$ cat src/hdl/rsm_defines.svh
// register offsets, field positions, reset values and timing counts
// assumes a 25 MHz core clock and a 32-bit classic wishbone bus
`ifndef RSM_DEFINES_SVH
`define RSM_DEFINES_SVH

`define CLK_PERIOD_PS        40000
`define POR_MIN_WIDTH_PS     100000
`define POR_MIN_CYCLES       ((`POR_MIN_WIDTH_PS + `CLK_PERIOD_PS - 1) / `CLK_PERIOD_PS)
`define WAKE_TIME_NS         125000
`define WAKE_CYCLES          ((`WAKE_TIME_NS * 1000) / `CLK_PERIOD_PS)

`define ADR_CTRL             8'h00
`define ADR_SOFTWARE_RESET_EVENT             8'h04
`define ADR_WDT_CFG          8'h08
`define ADR_WDT_KICK         8'h0C
`define ADR_STATUS           8'h10
`define ADR_MON_CFG          8'h14
`define ADR_PMODE            8'h18
`define ADR_CTW_CFG          8'h1C

`define CTRL_SOFTWARE_RESET_EVENT_DIS_BIT    0
`define CTRL_WDT_EN_BIT      1
`define STAT_POR_BIT         0
`define STAT_EXTERNAL_RESET_PIN_N_BIT        1
`define STAT_SOFTWARE_RESET_EVENT_BIT        2
`define STAT_WATCHDOG_RESET_EVENT_BIT        3
`define STAT_DIGITAL_LOW_VOLTAGE_IRQ_BIT        4
`define STAT_ANALOG_LOW_VOLTAGE_IRQ_BIT        5
`define STAT_ANALOG_HIGH_VOLTAGE_IRQ_BIT        6
`define STAT_W               7

`define WDT_RST_VAL          32'h0000FFFF
`define CTW_RST_VAL          32'h0000FFFF
`define TRIP_RST_VAL         4'h0
`define TRIP_LVD             4'h0
`define TRIP_MAX             4'hC

`endif

$ cat src/hdl/rsm_pkg.sv
// types shared by the reset and supply monitor files
package rsm_pkg;
	typedef enum logic [1:0] {
		PM_ACTIVE,
		PM_ALT_ACTIVE,
		PM_SLEEP,
		PM_HIBERNATE
	} pmode_t;
endpackage

$ cat src/hdl/reset_and_supply_monitor_ctrl.sv
// reset and supply supervisor with a classic wishbone register slave
// assumes analog comparators and the power-on detector drive async levels
// Function
// hibernate keeps state and held outputs
// only external reset pin leaves hibernate; the code leaves it on any system reset, software reset included
// wakeup returns power mode to active
// low reset pin holds reset, like power-on
// reset pin works in sleep and hibernate
// power-on reset pulse at least minimum width
// power-on monitor off when supply stable
// programmable low-voltage trip settings
// fixed high-voltage trip, no setting
// monitors only after power-on, active modes
// firmware wakes periodically to check supplies
// software reset bit resets like power-on
// disable bit blocks software reset
// unkicked watchdog causes system reset
// watchdog enable sticky until power-on reset
// watchdog runs only in active mode
// status register records resets, cleared by power-on
// system reset resets processor and peripherals
// timewheel runs in sleep and wakes device
// reset asserts async, releases synchronised
`timescale 1ns/1ps
`include "rsm_defines.svh"
module reset_and_supply_monitor_ctrl
	import rsm_pkg::*;
#(
	parameter int WAKE_CYC = `WAKE_CYCLES
) (
	input  wire logic        CORE_CLK,
	input  wire logic        RST_B,
	input  wire logic        EXTERNAL_RESET_PIN_N,
	input  wire logic        SUPPLY_STABLE,
	input  wire logic        DIG_BELOW_TRIP,
	input  wire logic        ANA_BELOW_TRIP,
	input  wire logic        ANA_ABOVE_HIGH,
	output logic [3:0]       DIG_TRIP_SEL,
	output logic [3:0]       ANA_TRIP_SEL,
	output logic             POR_MON_EN,
	output logic             OSC_EN,
	output logic             MON_EN,
	output logic             SYS_RST_N,
	output logic             HOLD_OUTPUTS,
	output logic [1:0]       POWER_MODE,
	output logic             CPU_WAKE,
	output logic             DIGITAL_LOW_VOLTAGE_IRQ,
	output logic             ANALOG_LOW_VOLTAGE_IRQ,
	output logic             ANALOG_HIGH_VOLTAGE_IRQ,
	input  wire logic        WB_CYC_I,
	input  wire logic        WB_STB_I,
	input  wire logic        WB_WE_I,
	input  wire logic [7:0]  WB_ADR_I,
	input  wire logic [31:0] WB_DAT_I,
	input  wire logic [3:0]  WB_SEL_I,
	output logic [31:0]      WB_DAT_O,
	output logic             WB_ACK_O
);
	// power-on domain: RST_B is the initial power-on reset request
	logic        external_reset_pin_n_s;
	logic [2:0]  cmp_s;
	logic        stable_s;
	logic        sys_req_n;
	logic        sys_rst_n;
	logic        software_reset_event_pulse_r;
	logic        watchdog_reset_event_pulse_r;
	logic        software_reset_event_dis_r;
	logic        wdt_en_r;
	logic [31:0] wdt_limit_r;
	logic [31:0] wdt_cnt_r;
	logic [31:0] ctw_period_r;
	logic [31:0] ctw_cnt_r;
	logic [3:0]  dtrip_r;
	logic [3:0]  atrip_r;
	logic [`STAT_W-1:0] status_r;
	logic [2:0]  irq_r;
	logic [7:0]  por_cnt_r;
	logic        por_ok_r;
	logic        mon_off_r;
	pmode_t      pmode_r;
	logic        external_reset_pin_n_prev_r;
	logic [31:0] wake_cnt_r;
	logic        ack_r;
	logic        wr_stb;
	logic        wdt_kick;
	logic        software_reset_event_hit;
	logic        wdt_hit;
	logic        sleep_like;

	function automatic logic [31:0] wmask(input logic [31:0] old, input logic [31:0] d,
		input logic [3:0] sel);
		logic [31:0] r;
		r = old;
		for (int i = 0; i < 4; i++) begin
			if (sel[i]) begin
				r[i*8 +: 8] = d[i*8 +: 8];
			end
		end
		return r;
	endfunction

	function automatic logic [3:0] clip_trip(input logic [3:0] v);
		return (v > `TRIP_MAX) ? `TRIP_MAX : v;
	endfunction

	bit_sync #(.W(1), .RST(1'b0)) u_external_reset_pin_n (
		.clk   (CORE_CLK),
		.rst_n (RST_B),
		.din   (EXTERNAL_RESET_PIN_N),
		.dout  (external_reset_pin_n_s)
	);

	bit_sync #(.W(4), .RST(4'h0)) u_cmp (
		.clk   (CORE_CLK),
		.rst_n (RST_B),
		.din   ({SUPPLY_STABLE, ANA_ABOVE_HIGH, ANA_BELOW_TRIP, DIG_BELOW_TRIP}),
		.dout  ({stable_s, cmp_s})
	);

	// power-on pulse stretched to the minimum width
	always_ff @(posedge CORE_CLK or negedge RST_B) begin
		if (!RST_B) begin
			por_cnt_r <= 8'h00;
			por_ok_r  <= 1'b0;
		end else if (!por_ok_r) begin
			por_cnt_r <= por_cnt_r + 8'h01;
			if (por_cnt_r >= 8'(`POR_MIN_CYCLES - 1) && stable_s) begin
				por_ok_r <= 1'b1;
			end
		end
	end

	// monitor powered down once the digital supply is stable
	always_ff @(posedge CORE_CLK or negedge RST_B) begin
		if (!RST_B) begin
			mon_off_r <= 1'b0;
		end else if (por_ok_r) begin
			mon_off_r <= 1'b1;
		end
	end
	assign POR_MON_EN = !mon_off_r;
	assign OSC_EN     = stable_s;

	// combined reset request: any source asserts at once
	assign sys_req_n = RST_B & external_reset_pin_n_s & por_ok_r & !software_reset_event_pulse_r & !watchdog_reset_event_pulse_r;

	rst_sync u_sys_rst (
		.clk       (CORE_CLK),
		.rst_in_n  (sys_req_n),
		.rst_out_n (sys_rst_n)
	);
	assign SYS_RST_N = sys_rst_n;

	// software reset request, one-cycle pulse kept outside the reset it causes
	assign software_reset_event_hit = wr_stb && WB_ADR_I == `ADR_SOFTWARE_RESET_EVENT && WB_SEL_I[0] && WB_DAT_I[0] &&
		!software_reset_event_dis_r;
	always_ff @(posedge CORE_CLK or negedge RST_B) begin
		if (!RST_B) begin
			software_reset_event_pulse_r <= 1'b0;
		end else begin
			software_reset_event_pulse_r <= software_reset_event_hit;
		end
	end

	// sticky watchdog enable, cleared only by power-on
	always_ff @(posedge CORE_CLK or negedge RST_B) begin
		if (!RST_B) begin
			wdt_en_r <= 1'b0;
		end else if (wr_stb && WB_ADR_I == `ADR_CTRL && WB_SEL_I[0] &&
			WB_DAT_I[`CTRL_WDT_EN_BIT]) begin
			wdt_en_r <= 1'b1;
		end
	end

	always_ff @(posedge CORE_CLK or negedge sys_rst_n) begin
		if (!sys_rst_n) begin
			software_reset_event_dis_r   <= 1'b0;
			wdt_limit_r  <= `WDT_RST_VAL;
			ctw_period_r <= `CTW_RST_VAL;
			dtrip_r      <= `TRIP_RST_VAL;
			atrip_r      <= `TRIP_RST_VAL;
		end else if (wr_stb) begin
			case (WB_ADR_I)
				`ADR_CTRL: begin
					if (WB_SEL_I[0]) begin
						software_reset_event_dis_r <= WB_DAT_I[`CTRL_SOFTWARE_RESET_EVENT_DIS_BIT];
					end
				end
				`ADR_WDT_CFG: wdt_limit_r  <= wmask(wdt_limit_r, WB_DAT_I, WB_SEL_I);
				`ADR_CTW_CFG: ctw_period_r <= wmask(ctw_period_r, WB_DAT_I, WB_SEL_I);
				`ADR_MON_CFG: begin
					if (WB_SEL_I[0]) begin
						dtrip_r <= clip_trip(WB_DAT_I[3:0]);
					end
					if (WB_SEL_I[1]) begin
						atrip_r <= clip_trip(WB_DAT_I[11:8]);
					end
				end
				default: ;
			endcase
		end
	end
	assign DIG_TRIP_SEL = dtrip_r;
	assign ANA_TRIP_SEL = atrip_r;

	// watchdog counts only in active mode
	assign wdt_kick = wr_stb && WB_ADR_I == `ADR_WDT_KICK;
	assign wdt_hit  = wdt_en_r && pmode_r == PM_ACTIVE && !wdt_kick &&
		wdt_cnt_r >= wdt_limit_r;
	always_ff @(posedge CORE_CLK or negedge sys_rst_n) begin
		if (!sys_rst_n) begin
			wdt_cnt_r <= 32'h00000000;
		end else if (wdt_kick) begin
			wdt_cnt_r <= 32'h00000000;
		end else if (wdt_en_r && pmode_r == PM_ACTIVE && wdt_cnt_r < wdt_limit_r) begin
			wdt_cnt_r <= wdt_cnt_r + 32'h00000001;
		end
	end

	// watchdog reset request, one cycle, survives the reset it causes
	always_ff @(posedge CORE_CLK or negedge RST_B) begin
		if (!RST_B) begin
			watchdog_reset_event_pulse_r <= 1'b0;
		end else begin
			watchdog_reset_event_pulse_r <= wdt_hit;
		end
	end

	// power mode: hibernate left only by a system reset; timewheel wakes sleep
	assign sleep_like = (pmode_r == PM_SLEEP) || (pmode_r == PM_HIBERNATE);
	always_ff @(posedge CORE_CLK or negedge sys_rst_n) begin
		if (!sys_rst_n) begin
			pmode_r    <= PM_ACTIVE;
			ctw_cnt_r  <= 32'h00000000;
			wake_cnt_r <= 32'h00000000;
		end else begin
			if (pmode_r == PM_SLEEP) begin
				if (ctw_cnt_r >= ctw_period_r) begin
					ctw_cnt_r  <= 32'h00000000;
					wake_cnt_r <= 32'h00000001;
				end else begin
					ctw_cnt_r <= ctw_cnt_r + 32'h00000001;
				end
			end else begin
				ctw_cnt_r <= 32'h00000000;
			end
			if (wake_cnt_r != 32'h00000000) begin
				if (wake_cnt_r >= 32'(WAKE_CYC)) begin
					wake_cnt_r <= 32'h00000000;
					pmode_r    <= PM_ACTIVE;
				end else begin
					wake_cnt_r <= wake_cnt_r + 32'h00000001;
				end
			end else if (wr_stb && WB_ADR_I == `ADR_PMODE && WB_SEL_I[0] &&
				pmode_r != PM_HIBERNATE) begin
				pmode_r <= pmode_t'(WB_DAT_I[1:0]);
			end
		end
	end
	assign POWER_MODE   = pmode_r;
	assign HOLD_OUTPUTS = (pmode_r == PM_HIBERNATE);
	assign CPU_WAKE     = !sleep_like;

	// monitors and their interrupt flags
	assign MON_EN = por_ok_r && !sleep_like;
	always_ff @(posedge CORE_CLK or negedge sys_rst_n) begin
		if (!sys_rst_n) begin
			irq_r <= 3'h0;
		end else if (MON_EN) begin
			irq_r <= cmp_s;
		end else begin
			irq_r <= 3'h0;
		end
	end
	assign DIGITAL_LOW_VOLTAGE_IRQ = irq_r[0];
	assign ANALOG_LOW_VOLTAGE_IRQ  = irq_r[1];
	assign ANALOG_HIGH_VOLTAGE_IRQ = irq_r[2];

	// reset status, survives system reset, cleared by power-on; set wins
	always_ff @(posedge CORE_CLK or negedge RST_B) begin
		if (!RST_B) begin
			status_r    <= `STAT_W'(1);
			external_reset_pin_n_prev_r <= 1'b0;
		end else begin
			if (wr_stb && WB_ADR_I == `ADR_STATUS && WB_SEL_I[0]) begin
				status_r <= status_r & ~WB_DAT_I[`STAT_W-1:0];
			end
			external_reset_pin_n_prev_r <= external_reset_pin_n_s;
			if (external_reset_pin_n_prev_r && !external_reset_pin_n_s) begin
				status_r[`STAT_EXTERNAL_RESET_PIN_N_BIT] <= 1'b1;
			end
			if (software_reset_event_pulse_r) begin
				status_r[`STAT_SOFTWARE_RESET_EVENT_BIT] <= 1'b1;
			end
			if (watchdog_reset_event_pulse_r) begin
				status_r[`STAT_WATCHDOG_RESET_EVENT_BIT] <= 1'b1;
			end
			if (irq_r[0]) begin
				status_r[`STAT_DIGITAL_LOW_VOLTAGE_IRQ_BIT] <= 1'b1;
			end
			if (irq_r[1]) begin
				status_r[`STAT_ANALOG_LOW_VOLTAGE_IRQ_BIT] <= 1'b1;
			end
			if (irq_r[2]) begin
				status_r[`STAT_ANALOG_HIGH_VOLTAGE_IRQ_BIT] <= 1'b1;
			end
		end
	end

	// wishbone slave: one wait state, ack for one cycle
	assign wr_stb = WB_CYC_I && WB_STB_I && WB_WE_I && ack_r;
	always_ff @(posedge CORE_CLK or negedge RST_B) begin
		if (!RST_B) begin
			ack_r    <= 1'b0;
			WB_DAT_O <= 32'h00000000;
		end else begin
			ack_r <= WB_CYC_I && WB_STB_I && !ack_r;
			case (WB_ADR_I)
				`ADR_CTRL:     WB_DAT_O <= {30'h0, wdt_en_r, software_reset_event_dis_r};
				`ADR_WDT_CFG:  WB_DAT_O <= wdt_limit_r;
				`ADR_WDT_KICK: WB_DAT_O <= wdt_cnt_r;
				`ADR_STATUS:   WB_DAT_O <= {25'h0, status_r};
				`ADR_MON_CFG:  WB_DAT_O <= {20'h0, atrip_r, 4'h0, dtrip_r};
				`ADR_PMODE:    WB_DAT_O <= {30'h0, pmode_r};
				`ADR_CTW_CFG:  WB_DAT_O <= ctw_period_r;
				default:       WB_DAT_O <= 32'h00000000;
			endcase
		end
	end
	assign WB_ACK_O = ack_r;
endmodule // reset_and_supply_monitor_ctrl

$ cat src/hdl/rst_sync.sv
// two-stage reset synchronizer: asserts at once, releases on the clock
// assumes rst_in_n is an asynchronous active-low request
`timescale 1ns/1ps
module rst_sync (
	input  wire logic clk,
	input  wire logic rst_in_n,
	output logic      rst_out_n
);
	logic meta_r;

	always_ff @(posedge clk or negedge rst_in_n) begin
		if (!rst_in_n) begin
			meta_r    <= 1'b0;
			rst_out_n <= 1'b0;
		end else begin
			meta_r    <= 1'b1;
			rst_out_n <= meta_r;
		end
	end
endmodule // rst_sync

$ cat src/hdl/bit_sync.sv
// two-flop level synchronizer for asynchronous inputs
// assumes din comes from outside the clock domain
`timescale 1ns/1ps
module bit_sync #(
	parameter int W   = 1,
	parameter logic [W-1:0] RST = '0
) (
	input  wire logic         clk,
	input  wire logic         rst_n,
	input  wire logic [W-1:0] din,
	output logic      [W-1:0] dout
);
	logic [W-1:0] meta_r;

	always_ff @(posedge clk or negedge rst_n) begin
		if (!rst_n) begin
			meta_r <= RST;
			dout   <= RST;
		end else begin
			meta_r <= din;
			dout   <= meta_r;
		end
	end
endmodule // bit_sync

$ cat config.mk
export PLATFORM = sky130hd
export DESIGN_NAME = reset_and_supply_monitor_ctrl
export DESIGN_NICKNAME = d
export VERILOG_FILES = /design/src/hdl/rsm_pkg.sv /design/src/hdl/reset_and_supply_monitor_ctrl.sv /design/src/hdl/rst_sync.sv /design/src/hdl/bit_sync.sv
export VERILOG_INCLUDE_DIRS = /design/src /design/src/hdl
export SDC_FILE = /design/constraint.sdc
export NUM_CORES = 1
export LEC_CHECK = 0
export BUFFER_PORTS_ARGS = -buffer_cell sky130_fd_sc_hd__buf_2
export CAP_MARGIN = 40
export CORE_ASPECT_RATIO = 1.5
export CORE_UTILIZATION = 38
export CTS_CLUSTER_DIAMETER = 40
export DETAILED_ROUTE_END_ITERATION = 8
export PLACE_DENSITY_LB_ADDON = 0.08
export SLEW_MARGIN = 25
export SYNTH_ARGS = -nofsm -noshare
export SYNTH_HDL_FRONTEND = slang
export SYNTH_SLANG_ARGS = --single-unit
$ cat constraint.sdc
create_clock -name CORE_CLK -period 4.8 [get_ports CORE_CLK]
set_input_delay 0.48 -clock CORE_CLK [delete_from_list [all_inputs] [get_ports CORE_CLK]]
set_output_delay 0.48 -clock CORE_CLK [all_outputs]
set_load 0.05 [all_outputs]
Word-level counts from Yosys, hierarchy flattened:

Index checks and enable logic that the tools add are counted.
Widths: inputs -> output; s select.

* flip-flop bits (word level): 240
* input bits: 54
* logic and storage cells: 149

* add/sub/neg operators: 4
* order comparisons: 7
* eq/ne operators: 11
* muxes and demuxes: 24
* bitwise operators: 6
* reduce and logical (&&, ||, !) cells: 59

Operator list (count)
* $mux 32: 8
* $pmux 32 s7: 1
* $add 32x1->32 const B: 3
* $ge 32x32->1: 2
* $reduce_and 3->1: 11
* $eq 8x5->1 const B: 4
* $ge 32x12->1 const B: 1
* $lt 32x32->1: 1
* $reduce_bool 32->1: 1
* $logic_and 1x1->1: 24
* $reduce_bool 2->1: 10
* $eq 8x4->1 const B: 2
* $add 8x1->8 const B: 1
* $eq 8x3->1 const B: 1
* $ge 8x2->1 const B: 1
* $gt 4x4->1 const B: 2
* $logic_not 1->1: 8
* $logic_not 8->1: 1
* $mux 1: 8
* $mux 4: 2
* $and 7x7->7: 1
* $mux 7: 1
* $not 7->7: 1
* $mux 2: 3
* other kinds (8): 13

Logic depth before layout (Yosys ltp):

* depth after elaboration: 8
* mapped depth: 11
* mapped depth without buffers: 10

Modules after synthesis:

From an unflattened synthesis, not the netlist that was laid out.

* cells, all modules: 1148
* area total of the unflattened synthesis: 11471.0 sq um

Modules (own cells, without submodules)
* reset_and_supply_monitor_ctrl: times used 1, cells an instance 1135, area each 11167.0 sq um
* bit_sync (u_cmp): times used 1, cells an instance 8, area each 200.2 sq um
* rst_sync: times used 1, cells an instance 3, area each 53.8 sq um
* bit_sync (u_external_reset_pin_n): times used 1, cells an instance 2, area each 50.0 sq um

Worst setup path before layout:

OpenSTA, ideal clock, no wires.

* kind: flip-flop to output port
* from: register u_sys_rst.rst_out_n
* to: output SYS_RST_N
* arrival time: 4308 ps
* required time: 4320 ps
* slack: 12 ps
* stages on the path, launching flop included: 1
* cell sequence: dfrtp_1

RTL lines
* start, declared: RTL line rst_sync.sv:7 `output logic rst_out_n`
* start signal, assigned: RTL line rst_sync.sv:17 `rst_out_n <= meta_r;`
* end, declared: RTL line reset_and_supply_monitor_ctrl.sv:43 `output logic SYS_RST_N,`

No word-level cell between the ends.

Final worst setup path:

* from: register wdt_limit_r[14]
* to: register wdt_cnt_r[9]

* longest elaborated chain between the ends: 3

Ends and longest elaborated chain
* start, declared: RTL line reset_and_supply_monitor_ctrl.sv:69 `logic [31:0] wdt_limit_r;`
* start signal, assigned: RTL line reset_and_supply_monitor_ctrl.sv:178 `` wdt_limit_r <= `WDT_RST_VAL; ``
* start signal, assigned: RTL line reset_and_supply_monitor_ctrl.sv:189 `` `ADR_WDT_CFG: wdt_limit_r <= wmask(wdt_limit_r, WB_DAT_I, WB_SEL_I); ``
* $lt 32x32->1: RTL line reset_and_supply_monitor_ctrl.sv:215 `end else if (wdt_en_r && pmode_r == PM_ACTIVE && wdt_cnt_r < wdt_limit_r) begin`
* $logic_and 1x1->1: RTL line reset_and_supply_monitor_ctrl.sv:215
* $reduce_bool 2->1 (no source line)
* end signal, assigned: RTL line reset_and_supply_monitor_ctrl.sv:216 `wdt_cnt_r <= wdt_cnt_r + 32'h00000001;`
* end, declared: RTL line reset_and_supply_monitor_ctrl.sv:70 `logic [31:0] wdt_cnt_r;`

No other way between the ends.
A chain may end at the register's enable or synchronous reset.

==> metrics.cfg <==
[worst_setup_path]
worstPathRequired_ns=5.19
worstPathCellList=inv_1, ha_1, a21oi_1, nand2_1, a21oi_1, a41oi_4, nor4b_2, buf_4, and3_1, xnor2_1, nor2_1
critPathLaunchType=flip-flop
critPathMaxFanout=5
cp-end-kind=flip-flop
crit_path_max_incr_delay_ns=0.58
cp_common_cell=a21oi_1
path_buf_inv=2
crit_family=simple AND/OR/NAND/NOR gates
crit_type=reg -> reg
critPathArrivalTime_ns=3.25
cp_slowest_cell=nor4b_2

[detailed_routing]
viasPerCell=5.05
wl_mm=29.3
drc=0
vias=8519
wire_per_inst_microns=17.3
ant_nets=0
drt_iter0_markers=408
dr.pass1.iters=5

[clock_tree]
cts_made_buffers=36
cts_tree=yes
hold_buffers=1
clockBufferDepth=3
cts.sinks=240
postCtsSetupBuffers=0
ctsResizeCount=0
clkTransAtPathRegs_ns=0.06
cts_root_buf=clkbuf_16
cts_htree_levels=2
clk_latency_ns=0.52

[synthesis]
ys_seq_elements=240
netlist_instances=1123
seq_area_frac_synth=0.528
synthAdderAreaFrac=0.0787
ys_types=67
syn_area_sq_mm=0.0114
yosys.area_share.simple=0.173
yosysWarningCount=0
synth.avg_cell_area_sq_um=10.2
synthMuxAreaShare=0.00579
synth_top_family_by_area=simple AND/OR/NAND/NOR gates
synth-compound-area-share=0.107
synth-edff-count=0
async_flop_share=1.00
synth_xor_area_frac=0.0566
synth_flop_cell=dfrtp_1

[timing]
worstMarginPinSlew_ns=0.797
relSlewSlack=0.468
finalHoldViolations=0
finalCritPeriodShare=0.597
finalSetupViolations=0
fin_setup_tns_ns=0
rsz0062_at_grt=no
fmax_ghz=0.349
holdWs_ns=0.0725
fin_skew_ns=0.0190
slew_violations=0
finalCriticalPeriod_ns=2.87

[die]
die_h_microns=215
rows=77
start_util=0.387
core_area_sq_mm=0.0296
fp.dieW_microns=144
ios=106
dieArea_sq_mm=0.0308

[layout]
final_util=0.465
nNetsFinal=1393
drive_above_1_share=0.192
insertedDiodeCount=0
finalInstanceArea_sq_mm=0.0137
area_growth_pct=20.1

[run]
cap_violations=0

[global_routing]
grt_pass1_vias=8754
antenna_found_initial=0
grt.total_usage=0.200
grt.overflow.total=0
grt_pass1_wl_mm=47.0
grt_max_degree=106

[placed_design]
io_buffers=105
post_dp_cell_area_sq_mm=0.0125
gp_congestion=0.787
dpl.hpwl_mm=21.2

[worst_hold_path]
hold_class=in -> reg

[pwr]
peakVddDrop_v=0.000319
power_w=0.00496
p_per_area_mw_per_mm2=361
cellLeakagePower_nw=6.70

[outcome]
outcome=completed

[final timing paths]
check	start	end	slack, ns	cells past startpoint
setup / recovery	wdt_limit_r[14]	wdt_cnt_r[9]	1.93	11
setup reg to reg	wdt_limit_r[14]	wdt_cnt_r[9]	1.93	11
hold reg to reg	u_sys_rst.rst_out_n	DIG_TRIP_SEL[2]	0.30	0
max in group asynchronous	u_sys_rst.rst_out_n	wdt_limit_r[14]	3.55	1
min in group asynchronous	u_sys_rst.rst_out_n	DIG_TRIP_SEL[2]	0.30	0
hold / removal	SUPPLY_STABLE	u_cmp.meta_r[3]	0.07	1
[kinds of logic after synthesis]
group | after synthesis
AND/OR/NAND/NOR | 407
flip-flops | 240
AO/OA/AOI/OAI | 185
buffers and inverters | 137
XOR/XNOR | 74
adder cells (fa/ha/maj) | 72
multiplexers | 6
other | 2
[where the power goes]
part | internal, W | total (W) | switching, W
registers | 0.00206 | 0.00209 | 0.0000324
logic | 0.0000864 | 0.000249 | 0.000162
clock network | 0.00160 | 0.00262 | 0.00102
total | 0.00375 | 0.00496 | 0.00121
[registers in the layout, summed over array words and instances, names as in the netlist, 7 cells and up]
name and count:
por_cnt_r 8, ctw_cnt_r 32, wake_cnt_r 32, WB_DAT_O 32, wdt_limit_r 32, status_r 7, ctw_period_r 32, wdt_cnt_r 32
[synthesized netlist by cell type, types with 6 or more instances]
master    count  share of area
xor2_1       50          0.038
clkbuf_1     15         0.0049
inv_1       102          0.033
a222oi_1     24          0.021
nor4_1        9         0.0049
o21ai_1      27          0.012
a21o_1        8         0.0052
nand2b_1      6         0.0033
nand2_1     149          0.049
dfstp_2      33          0.076
nand4_1      23          0.013
nor3_1       13         0.0057
dfrtp_1     207           0.45
and3_1       25          0.014
xnor2_1      24          0.018
buf_2         9         0.0039
a21oi_1      30          0.013
ha_1         72          0.079
nand3_1      48          0.021
a22oi_1      21          0.014
o21ai_0      51          0.022
nor2_1       94          0.031
[routing by layer]
layer  wire [microns]  vias to the layer above  global-route usage
met5                0                        -                   0
met4              867                        0              0.0699
met3             1060                       49              0.0335
met2            15000                      161               0.355
met1            12300                     4174               0.240
li1                 -                     4135                   -
[cell type report]
type,instances,area (sq um)
clock inverters,23,230
inverters,102,383
repair buffers,122,703
clock buffers,41,981
fillers,2880,15800
flip-flops and latches,240,6050
multi-input cells,765,4900
well taps,395,494
[through the flow]
stage	std cells	setup WS [ns]
global placement	1620	1.55
detailed placement	1623	1.72
CTS	1688	1.88
floorplan	1142	1.70
global route	1688	1.74
finish	1688	1.93
[cell usage in the layout (no fill, tap or decap), types with 4 or more instances in the layout]
| cell | instances |
|---|---|
| xnor2_1 | 24 |
| inv_6 | 5 |
| xor2_1 | 50 |
| clkinv_4 | 8 |
| nand2b_1 | 6 |
| nor4_1 | 9 |
| ha_1 | 72 |
| o21ai_0 | 51 |
| and3_1 | 25 |
| conb_1 | 21 |
| dfrtp_1 | 206 |
| a21oi_1 | 30 |
| nor3_1 | 13 |
| a222oi_1 | 24 |
| o21ai_1 | 27 |
| dfstp_2 | 33 |
| nand3_1 | 48 |
| nand4_1 | 23 |
| clkbuf_8 | 4 |
| clkbuf_16 | 37 |
| inv_1 | 102 |
| a22oi_1 | 21 |
| a21o_1 | 8 |
| and2_1 | 5 |
| mux2_2 | 5 |
| nor2_1 | 93 |
| and4_1 | 5 |
| buf_4 | 14 |
| nand2_1 | 149 |
| clkinvlp_4 | 4 |
| buf_2 | 104 |
(Power assumes the default switching activity.)
